**src/rtl/vcc_regs.vh**
```
// Contract
// - two identical comparators; only zero resets system
// - clock-synchronous latched output plus raw asynchronous output
// - result polled, interrupts, wakes oscillator, drives pin
// - disabled comparator drives its output pin low
// - control bit 7 switches comparator on/off
// - control bit 6 reads current comparator result
// - sticky rise flag bit 5, fall flag bit 4
// - interrupt on rising, falling or both edges
// - enabled and output low wakes the oscillator
// - control bits 3-2 select positive hysteresis
// - control bits 1-0 select negative hysteresis
// - select bits 7-4 choose negative input pin
// - select bits 3-0 choose positive input pin
// - mode register selects response time and power
// - mode bit 5 rise, bit 4 fall interrupt enables
// - mode bits 1-0 speed, reset value 10
// - second control register same layout, resets zero
`ifndef VCC_REGS_VH
`define VCC_REGS_VH

// ==========================================================
// register addresses
`define VCC_ADDR_CTL1     8'h9a
`define VCC_ADDR_CTL0     8'h9b
`define VCC_ADDR_MODE1    8'h9c
`define VCC_ADDR_MODE0    8'h9d
`define VCC_ADDR_SEL1     8'h9e
`define VCC_ADDR_SEL0     8'h9f

// ==========================================================
// field positions
`define VCC_CTL_EN        7
`define VCC_CTL_OUT       6
`define VCC_CTL_RISE      5
`define VCC_CTL_FALL      4
`define VCC_CTL_HYP_HI    3
`define VCC_CTL_HYP_LO    2
`define VCC_CTL_HYN_HI    1
`define VCC_CTL_HYN_LO    0
`define VCC_MODE_RIE      5
`define VCC_MODE_FIE      4
`define VCC_MODE_MD_HI    1
`define VCC_MODE_MD_LO    0
`define VCC_SEL_NEG_HI    7
`define VCC_SEL_NEG_LO    4
`define VCC_SEL_POS_HI    3
`define VCC_SEL_POS_LO    0

// ==========================================================
// reset values
`define VCC_RST_CTL       8'h00
`define VCC_RST_MODE      8'h02
`define VCC_RST_SEL       8'hff
`define VCC_RST_SPEED     2'h2
`define VCC_RST_HYST      2'h0

`endif

```
**src/rtl/vcc_edge.v**
```verilog
`timescale 1ns/1ps
// ==========================================================
// synchroniser and edge detector for one comparator
module vcc_edge (
    // clock and reset
    input  wire clk_sys,
    input  wire rst,
    input  wire ce,
    // control
    input  wire enable,
    // raw comparator decision
    input  wire analog_in,
    // results
    output reg  result_q,
    output reg  rise_q,
    output reg  fall_q
);
    reg meta_q;
    reg sync_q;

    // meta_q feeds only sync_q
    always @(posedge clk_sys or posedge rst) begin
        if (rst) begin
            meta_q   <= 1'b0;
            sync_q   <= 1'b0;
            result_q <= 1'b0;
            rise_q   <= 1'b0;
            fall_q   <= 1'b0;
        end else if (ce) begin
            meta_q   <= analog_in;
            sync_q   <= meta_q;
            // disabled comparator reads and drives low
            result_q <= enable & sync_q;
            rise_q   <= enable & sync_q & ~result_q;
            fall_q   <= result_q & ~(enable & sync_q);
        end
    end
endmodule // vcc_edge

```
**src/rtl/vcc_top.v**
```verilog
`timescale 1ns/1ps
`include "vcc_regs.vh"
// ==========================================================
// control and status logic of two voltage comparators
module vcc_top (
    // clock, reset, clock enable
    input  wire       clk_sys,
    input  wire       rst,
    input  wire       ce,
    // special-function register port
    input  wire [7:0] sfr_addr,
    input  wire       sfr_wr,
    input  wire [7:0] sfr_wdata,
    input  wire       sfr_rd,
    output reg  [7:0] sfr_rdata_q,
    // analog comparator decisions
    input  wire       cmp0_analog_in,
    input  wire       cmp1_analog_in,
    // comparator 0 analog controls
    output reg        cmp0_enable_bit,
    output reg  [1:0] cmp0_pos_hysteresis,
    output reg  [1:0] cmp0_neg_hysteresis,
    output reg  [3:0] cmp0_pos_input_sel,
    output reg  [3:0] cmp0_neg_input_sel,
    output reg  [1:0] cmp0_speed_mode,
    // comparator 1 analog controls
    output reg        cmp1_enable_bit,
    output reg  [1:0] cmp1_pos_hysteresis,
    output reg  [1:0] cmp1_neg_hysteresis,
    output reg  [3:0] cmp1_pos_input_sel,
    output reg  [3:0] cmp1_neg_input_sel,
    output reg  [1:0] cmp1_speed_mode,
    // comparator outputs
    output wire       cmp0_raw_out,
    output wire       cmp1_raw_out,
    output wire       cmp0_latched_out,
    output wire       cmp1_latched_out,
    // requests
    output reg        cmp0_irq_q,
    output reg        cmp1_irq_q,
    output reg        cmp0_wake_q,
    output reg        cmp1_wake_q,
    output reg        cmp0_reset_src_q
);

    // ==========================================================
    // sticky flag next value
    function flag_next;
        input cur;
        input edge_seen;
        input wr_hit;
        input wr_val;
        begin
            // the edge wins over a clearing write
            flag_next = edge_seen | (wr_hit ? wr_val : cur);
        end
    endfunction

    // ==========================================================
    // state
    reg        cmp0_rise_flag;
    reg        cmp0_fall_flag;
    reg        cmp1_rise_flag;
    reg        cmp1_fall_flag;
    reg        cmp0_rise_irq_enable;
    reg        cmp0_fall_irq_enable;
    reg        cmp1_rise_irq_enable;
    reg        cmp1_fall_irq_enable;

    // named so that the two select fields can be cut out of the reset value
    localparam [7:0] sel_rst = `VCC_RST_SEL;

    wire       cmp0_result_bit;
    wire       cmp1_result_bit;
    wire       cmp0_rise_evt;
    wire       cmp0_fall_evt;
    wire       cmp1_rise_evt;
    wire       cmp1_fall_evt;

    wire wr_ctl0  = sfr_wr & (sfr_addr == `VCC_ADDR_CTL0);
    wire wr_ctl1  = sfr_wr & (sfr_addr == `VCC_ADDR_CTL1);
    wire wr_mode0 = sfr_wr & (sfr_addr == `VCC_ADDR_MODE0);
    wire wr_mode1 = sfr_wr & (sfr_addr == `VCC_ADDR_MODE1);
    wire wr_sel0  = sfr_wr & (sfr_addr == `VCC_ADDR_SEL0);
    wire wr_sel1  = sfr_wr & (sfr_addr == `VCC_ADDR_SEL1);

    // ==========================================================
    // two identical channels
    vcc_edge u_edge0 (
        .clk_sys   (clk_sys),
        .rst       (rst),
        .ce        (ce),
        .enable    (cmp0_enable_bit),
        .analog_in (cmp0_analog_in),
        .result_q  (cmp0_result_bit),
        .rise_q    (cmp0_rise_evt),
        .fall_q    (cmp0_fall_evt)
    );

    vcc_edge u_edge1 (
        .clk_sys   (clk_sys),
        .rst       (rst),
        .ce        (ce),
        .enable    (cmp1_enable_bit),
        .analog_in (cmp1_analog_in),
        .result_q  (cmp1_result_bit),
        .rise_q    (cmp1_rise_evt),
        .fall_q    (cmp1_fall_evt)
    );

    // ==========================================================
    // outputs toward pins
    // raw path has no flop so it keeps working with the clock stopped
    assign cmp0_raw_out     = cmp0_enable_bit & cmp0_analog_in;
    assign cmp1_raw_out     = cmp1_enable_bit & cmp1_analog_in;
    assign cmp0_latched_out = cmp0_result_bit;
    assign cmp1_latched_out = cmp1_result_bit;

    // ==========================================================
    // comparator 0 registers
    always @(posedge clk_sys or posedge rst) begin
        if (rst) begin
            cmp0_enable_bit      <= 1'b0;
            cmp0_pos_hysteresis  <= `VCC_RST_HYST;
            cmp0_neg_hysteresis  <= `VCC_RST_HYST;
            cmp0_rise_flag       <= 1'b0;
            cmp0_fall_flag       <= 1'b0;
            cmp0_rise_irq_enable <= 1'b0;
            cmp0_fall_irq_enable <= 1'b0;
            cmp0_speed_mode      <= `VCC_RST_SPEED;
            cmp0_pos_input_sel   <= sel_rst[`VCC_SEL_POS_HI:`VCC_SEL_POS_LO];
            cmp0_neg_input_sel   <= sel_rst[`VCC_SEL_NEG_HI:`VCC_SEL_NEG_LO];
        end else if (ce) begin
            if (wr_ctl0) begin
                cmp0_enable_bit     <= sfr_wdata[`VCC_CTL_EN];
                cmp0_pos_hysteresis <= sfr_wdata[`VCC_CTL_HYP_HI:`VCC_CTL_HYP_LO];
                cmp0_neg_hysteresis <= sfr_wdata[`VCC_CTL_HYN_HI:`VCC_CTL_HYN_LO];
            end
            cmp0_rise_flag <= flag_next(cmp0_rise_flag, cmp0_rise_evt, wr_ctl0,
                                        sfr_wdata[`VCC_CTL_RISE]);
            cmp0_fall_flag <= flag_next(cmp0_fall_flag, cmp0_fall_evt, wr_ctl0,
                                        sfr_wdata[`VCC_CTL_FALL]);
            if (wr_mode0) begin
                cmp0_rise_irq_enable <= sfr_wdata[`VCC_MODE_RIE];
                cmp0_fall_irq_enable <= sfr_wdata[`VCC_MODE_FIE];
                cmp0_speed_mode      <= sfr_wdata[`VCC_MODE_MD_HI:`VCC_MODE_MD_LO];
            end
            if (wr_sel0) begin
                cmp0_neg_input_sel <= sfr_wdata[`VCC_SEL_NEG_HI:`VCC_SEL_NEG_LO];
                cmp0_pos_input_sel <= sfr_wdata[`VCC_SEL_POS_HI:`VCC_SEL_POS_LO];
            end
        end
    end

    // ==========================================================
    // comparator 1 registers
    always @(posedge clk_sys or posedge rst) begin
        if (rst) begin
            cmp1_enable_bit      <= 1'b0;
            cmp1_pos_hysteresis  <= `VCC_RST_HYST;
            cmp1_neg_hysteresis  <= `VCC_RST_HYST;
            cmp1_rise_flag       <= 1'b0;
            cmp1_fall_flag       <= 1'b0;
            cmp1_rise_irq_enable <= 1'b0;
            cmp1_fall_irq_enable <= 1'b0;
            cmp1_speed_mode      <= `VCC_RST_SPEED;
            cmp1_pos_input_sel   <= sel_rst[`VCC_SEL_POS_HI:`VCC_SEL_POS_LO];
            cmp1_neg_input_sel   <= sel_rst[`VCC_SEL_NEG_HI:`VCC_SEL_NEG_LO];
        end else if (ce) begin
            if (wr_ctl1) begin
                cmp1_enable_bit     <= sfr_wdata[`VCC_CTL_EN];
                cmp1_pos_hysteresis <= sfr_wdata[`VCC_CTL_HYP_HI:`VCC_CTL_HYP_LO];
                cmp1_neg_hysteresis <= sfr_wdata[`VCC_CTL_HYN_HI:`VCC_CTL_HYN_LO];
            end
            cmp1_rise_flag <= flag_next(cmp1_rise_flag, cmp1_rise_evt, wr_ctl1,
                                        sfr_wdata[`VCC_CTL_RISE]);
            cmp1_fall_flag <= flag_next(cmp1_fall_flag, cmp1_fall_evt, wr_ctl1,
                                        sfr_wdata[`VCC_CTL_FALL]);
            if (wr_mode1) begin
                cmp1_rise_irq_enable <= sfr_wdata[`VCC_MODE_RIE];
                cmp1_fall_irq_enable <= sfr_wdata[`VCC_MODE_FIE];
                cmp1_speed_mode      <= sfr_wdata[`VCC_MODE_MD_HI:`VCC_MODE_MD_LO];
            end
            if (wr_sel1) begin
                cmp1_neg_input_sel <= sfr_wdata[`VCC_SEL_NEG_HI:`VCC_SEL_NEG_LO];
                cmp1_pos_input_sel <= sfr_wdata[`VCC_SEL_POS_HI:`VCC_SEL_POS_LO];
            end
        end
    end

    // ==========================================================
    // requests: interrupt, wake-up, reset source
    // the interrupt is a level that follows the flags, so software
    // drops it by clearing the flag
    always @(posedge clk_sys or posedge rst) begin
        if (rst) begin
            cmp0_irq_q       <= 1'b0;
            cmp1_irq_q       <= 1'b0;
            cmp0_wake_q      <= 1'b0;
            cmp1_wake_q      <= 1'b0;
            cmp0_reset_src_q <= 1'b0;
        end else if (ce) begin
            cmp0_irq_q <= (cmp0_rise_flag & cmp0_rise_irq_enable) |
                          (cmp0_fall_flag & cmp0_fall_irq_enable);
            cmp1_irq_q <= (cmp1_rise_flag & cmp1_rise_irq_enable) |
                          (cmp1_fall_flag & cmp1_fall_irq_enable);
            cmp0_wake_q <= cmp0_enable_bit & ~cmp0_result_bit;
            cmp1_wake_q <= cmp1_enable_bit & ~cmp1_result_bit;
            // only comparator 0 offers a reset condition; the reset
            // controller decides whether to use it
            cmp0_reset_src_q <= cmp0_enable_bit & ~cmp0_result_bit;
        end
    end

    // ==========================================================
    // read path; reserved and unused bits read zero
    always @(posedge clk_sys or posedge rst) begin
        if (rst) begin
            sfr_rdata_q <= 8'h00;
        end else if (ce && sfr_rd) begin
            case (sfr_addr)
                `VCC_ADDR_CTL0:
                    sfr_rdata_q <= {cmp0_enable_bit, cmp0_result_bit, cmp0_rise_flag,
                                    cmp0_fall_flag, cmp0_pos_hysteresis,
                                    cmp0_neg_hysteresis};
                `VCC_ADDR_CTL1:
                    sfr_rdata_q <= {cmp1_enable_bit, cmp1_result_bit, cmp1_rise_flag,
                                    cmp1_fall_flag, cmp1_pos_hysteresis,
                                    cmp1_neg_hysteresis};
                `VCC_ADDR_MODE0:
                    sfr_rdata_q <= {2'h0, cmp0_rise_irq_enable, cmp0_fall_irq_enable,
                                    2'h0, cmp0_speed_mode};
                `VCC_ADDR_MODE1:
                    sfr_rdata_q <= {2'h0, cmp1_rise_irq_enable, cmp1_fall_irq_enable,
                                    2'h0, cmp1_speed_mode};
                `VCC_ADDR_SEL0:
                    sfr_rdata_q <= {cmp0_neg_input_sel, cmp0_pos_input_sel};
                `VCC_ADDR_SEL1:
                    sfr_rdata_q <= {cmp1_neg_input_sel, cmp1_pos_input_sel};
                default:
                    sfr_rdata_q <= 8'h00;
            endcase
        end
    end

endmodule // vcc_top

```
**config.mk**
```make
export PLATFORM = sky130hd
export DESIGN_NAME = vcc_top
export DESIGN_NICKNAME = d
export VERILOG_FILES = /design/src/rtl/vcc_edge.v /design/src/rtl/vcc_top.v
export VERILOG_INCLUDE_DIRS = /design/src /design/src/rtl
export SDC_FILE = /design/constraint.sdc
export NUM_CORES = 1
export LEC_CHECK = 0
export BUFFER_PORTS_ARGS = -buffer_cell sky130_fd_sc_hd__buf_2
export CAP_MARGIN = 0
export CORE_MARGIN = 2
export CORE_UTILIZATION = 25
export CTS_CLUSTER_SIZE = 40
export DETAILED_ROUTE_END_ITERATION = 12
export GPL_ROUTABILITY_DRIVEN = 0
export SKIP_LAST_GASP = 1
export SLEW_MARGIN = 0
export SYNTH_ARGS = -nofsm -noshare
export SYNTH_HDL_FRONTEND = slang
export SYNTH_SLANG_ARGS = --single-unit
```
**constraint.sdc**
```tcl
create_clock -name clk_sys -period 2.1 [get_ports clk_sys]
set_input_delay 0.105 -clock clk_sys [delete_from_list [all_inputs] [get_ports clk_sys]]
set_output_delay 0.105 -clock clk_sys [all_outputs]
set_load 0.01 [all_outputs]
```
==> flow_summary_export.csv <==
group,metric,value,unit
route,drtPass1Iterations,4,
logic_synthesis,synthCells,196,
clocking,clk_latency,0.34,ns
route,avgViaCountPerCell,4.545,
clocking,cts_buffers,9,
logic_synthesis,synth_top_area_frac,0.3765,
final_layout,antenna_cells,0,
power,powerDensity,700.0,nW/µm²
die,core,10890,µm²
global_routing,antenna_found_initial,0,
clocking,ctsResizeCount,0,
setup_path,cp-start-kind,"input port",
setup_path,cp_top_family,"simple AND/OR/NAND/NOR gates",
min_path,min_path_type,"input port to flip-flop",
clocking,path_clk_slew,0.06,ns
setup_path,cp_slowest_cell,"nor3_4",
final_layout,fillers,1083,
placement,hpwl,5105,µm
power,leakagePower,1.693,nW
logic_synthesis,synth_top_area_cell,"dfrtp_1",
setup_path,path_depth,5,
die,placementRows,38,
setup_path,cp-end-kind,"flip-flop",
logic_synthesis,ys_types,30,
die,initial_core_util,0.2564,
logic_synthesis,synth-seq-cells,60,
final_layout,finish.instance_area,3505,µm²
setup_path,r2r_cells,2,
setup_path,arrival,1.52,ns
die,dieArea,12030,µm²
setup_path,required,2.32,ns
sta,tightest_slew,0.6704,ns
route,via_count,1909,
setup_path,crit_chain,"buf_2, nand4bb_1, buf_4, nor3_4, mux2_2",
setup_path,slowest_delay,0.50,ns
route,remaining_drc_errors,0,
final_layout,seq_area,1524,µm²
route,drt-initial-drc-count,65,
sta,rsz0062_at_grt,"false",
sta,timing.fmax,766.9,MHz
sta,min_period_over_period,0.6210,
clocking,root_buffer,"clkbuf_8",
sta,hold_viol_final,0,
global_routing,grt_usage,0.1188,
global_routing,grt_pass1_wl,10610,µm
min_path,hold_depth,2,
route,avgRoutedWirePerCell,16.40,µm
sta,final.setup_skew,0.004803,ns
clocking,numClockSinks,60,
run,cap_violations,0,
run_status,status,"finished clean",
placement,placed_area,3301,µm²
die,die_y,109.7,µm
logic_synthesis,syn-num-nets,219,
placement,io_buffers,69,
final_layout,nNetsFinal,298,
global_routing,grt_pass1_vias,1941,
clocking,cts_buffer_depth,2,
logic_synthesis,syn_area,2791,µm²
clocking,cts_tree,"yes",
power,peakVddDrop,0.2898,mV
route,ant_nets,0,
setup_path,critPathKind,"input port to flip-flop",
setup_path,path_max_fanout,7,
sta,slew_headroom,0.5469,
sta,slew_violations,0,
global_routing,grt_max_degree,31,
sta,finalCriticalPeriod,1.304,ns
logic_synthesis,syn_area_per_cell,14.24,µm²
global_routing,overflow,0,
final_layout,multi_input_area,1177,µm²
setup_path,critPathBufInv,2,
final_layout,areaGrowthSynthToFinish,25.55,%
sta,final-setup-viol-count,0,
route,drt_wl_total,6890,µm
die,chipWidth,109.7,µm
final_layout,drive_gt1_frac,0.5857,
logic_synthesis,ys_warn_count,0,
die,ioPinCount,70,
clocking,htree_levels,3,
logic_synthesis,ys_seq_area_frac,0.5459,
logic_synthesis,yosys-top-cells-area,"dfrtp_1, dfstp_2, mux2_2",
sta,fin_setup_tns,0,ns
routing by layer:
layer / up-vias / wire length, µm / global-route usage
met3: 7 / 304 / 0.03972
met2: 46 / 3349 / 0.1936
met5: - / 0 / 0
met1: 971 / 3162 / 0.1519
li1: 885 / - / -
met4: 0 / 74 / 0.02984
path summary, 6_finish.rpt:
check / slack, ns / end / startpoint
min in group asynchronous: 0.39 / cmp0_rise_flag / rst
worst min-delay path: 0.02 / u_edge1.meta_q / cmp1_analog_in
max in group asynchronous: 0.98 / cmp1_pos_input_sel[0] / rst
worst min register to register: 0.49 / sfr_rdata_q[5] / sfr_rdata_q[5]
worst max register to register: 0.86 / sfr_rdata_q[7] / cmp1_enable_bit
worst max-delay path: 0.80 / cmp1_pos_hysteresis[0] / sfr_addr[6]
placed cells by master, fill, tap and decap left out, types with 5 or more instances in the layout:
cell type / instances
buf_2: 69
dfrtp_1: 42
mux2_2: 40
dfstp_2: 18
inv_1: 10
clkbuf_8: 9
a21oi_1: 8
mux2i_1: 8
nand2_1: 8
mux4_2: 8
nand3_1: 7
o21ai_0: 6
buf_4: 5
state kept, by name, indices dropped and copies added, names as in the netlist, 2 cells and up:
register and flops:
cmp0_neg_hysteresis 2, cmp0_neg_input_sel 4, cmp0_pos_hysteresis 2, cmp0_pos_input_sel 4, cmp0_speed_mode 2, cmp1_neg_hysteresis 2
cmp1_neg_input_sel 4, cmp1_pos_hysteresis 2, cmp1_pos_input_sel 4, cmp1_speed_mode 2, sfr_rdata_q 8
stage by stage:
| stage | setup WS, ns | utilization | instances | total power [mW] | hold WS, ns |
|---|---|---|---|---|---|
| finish | 0.7960 | 0.3219 | 420 | 2.453 | 0.01643 |
| global placement | 0.4661 | 0.3031 | 402 | 1.494 | 0.2123 |
| floorplan | 0.5401 | - | 196 | 1.399 | 0.2566 |
| detailed placement | 0.4246 | 0.3031 | 402 | 1.500 | 0.2163 |
| CTS | 0.7805 | 0.3219 | 420 | 2.495 | 0.001063 |
| global route | 0.7499 | 0.3219 | 420 | 2.562 | 0.001995 |
cell type report:
cell class / instances / area share
clock buffer: 11 / 0.03749
clock inverter: 5 / 0.01499
inverter: 11 / 0.01178
multi-input combinational: 117 / 0.3360
sequential: 60 / 0.4348
tap: 140 / 0.04998
timing repair buffer: 76 / 0.1150
report_power, final:
| group | internal (mW) | total [mW] | switching [mW] |
|---|---|---|---|
| Clock | 0.542 | 0.974 | 0.432 |
| Combinational | 0.101 | 0.227 | 0.126 |
| Sequential | 1.21 | 1.25 | 0.0402 |
| Total | 1.86 | 2.45 | 0.598 |
cells in the mapped netlist (all sizes together):
master,count
nor4b,1
inv,11
mux2i,8
o21ai,6
nor4,1
mux2,40
o221ai,4
and2,2
nor3,4
nor2,4
nor4bb,1
a22oi,2
dfrtp,42
and3,2
mux4,8
buf,6
nand3,7
dfstp,18
nand2,8
nand4,1
nand2b,1
clkbuf,2
nor2b,2
nand4bb,1
a21oi,8
nand4b,2
a22o,4
cells by family (layout without fill, tap and decap cells):
kind of cell / after synthesis / count (layout) / synth area share
compound gates: 24 / 24 / 0.05558
buf+inv: 19 / 103 / 0.03227
flops: 60 / 60 / 0.5459
mux: 56 / 56 / 0.2546
simple gates: 37 / 37 / 0.1116
repair_timing:
item                                    4_1_cts  5_1_grt
hold buffers                                  2        0
endpoints found under the setup margin        0        0
buffers inserted                              0        0
endpoints found under the hold margin        17        0
No activity file was read; power rests on OpenSTA's default activity.
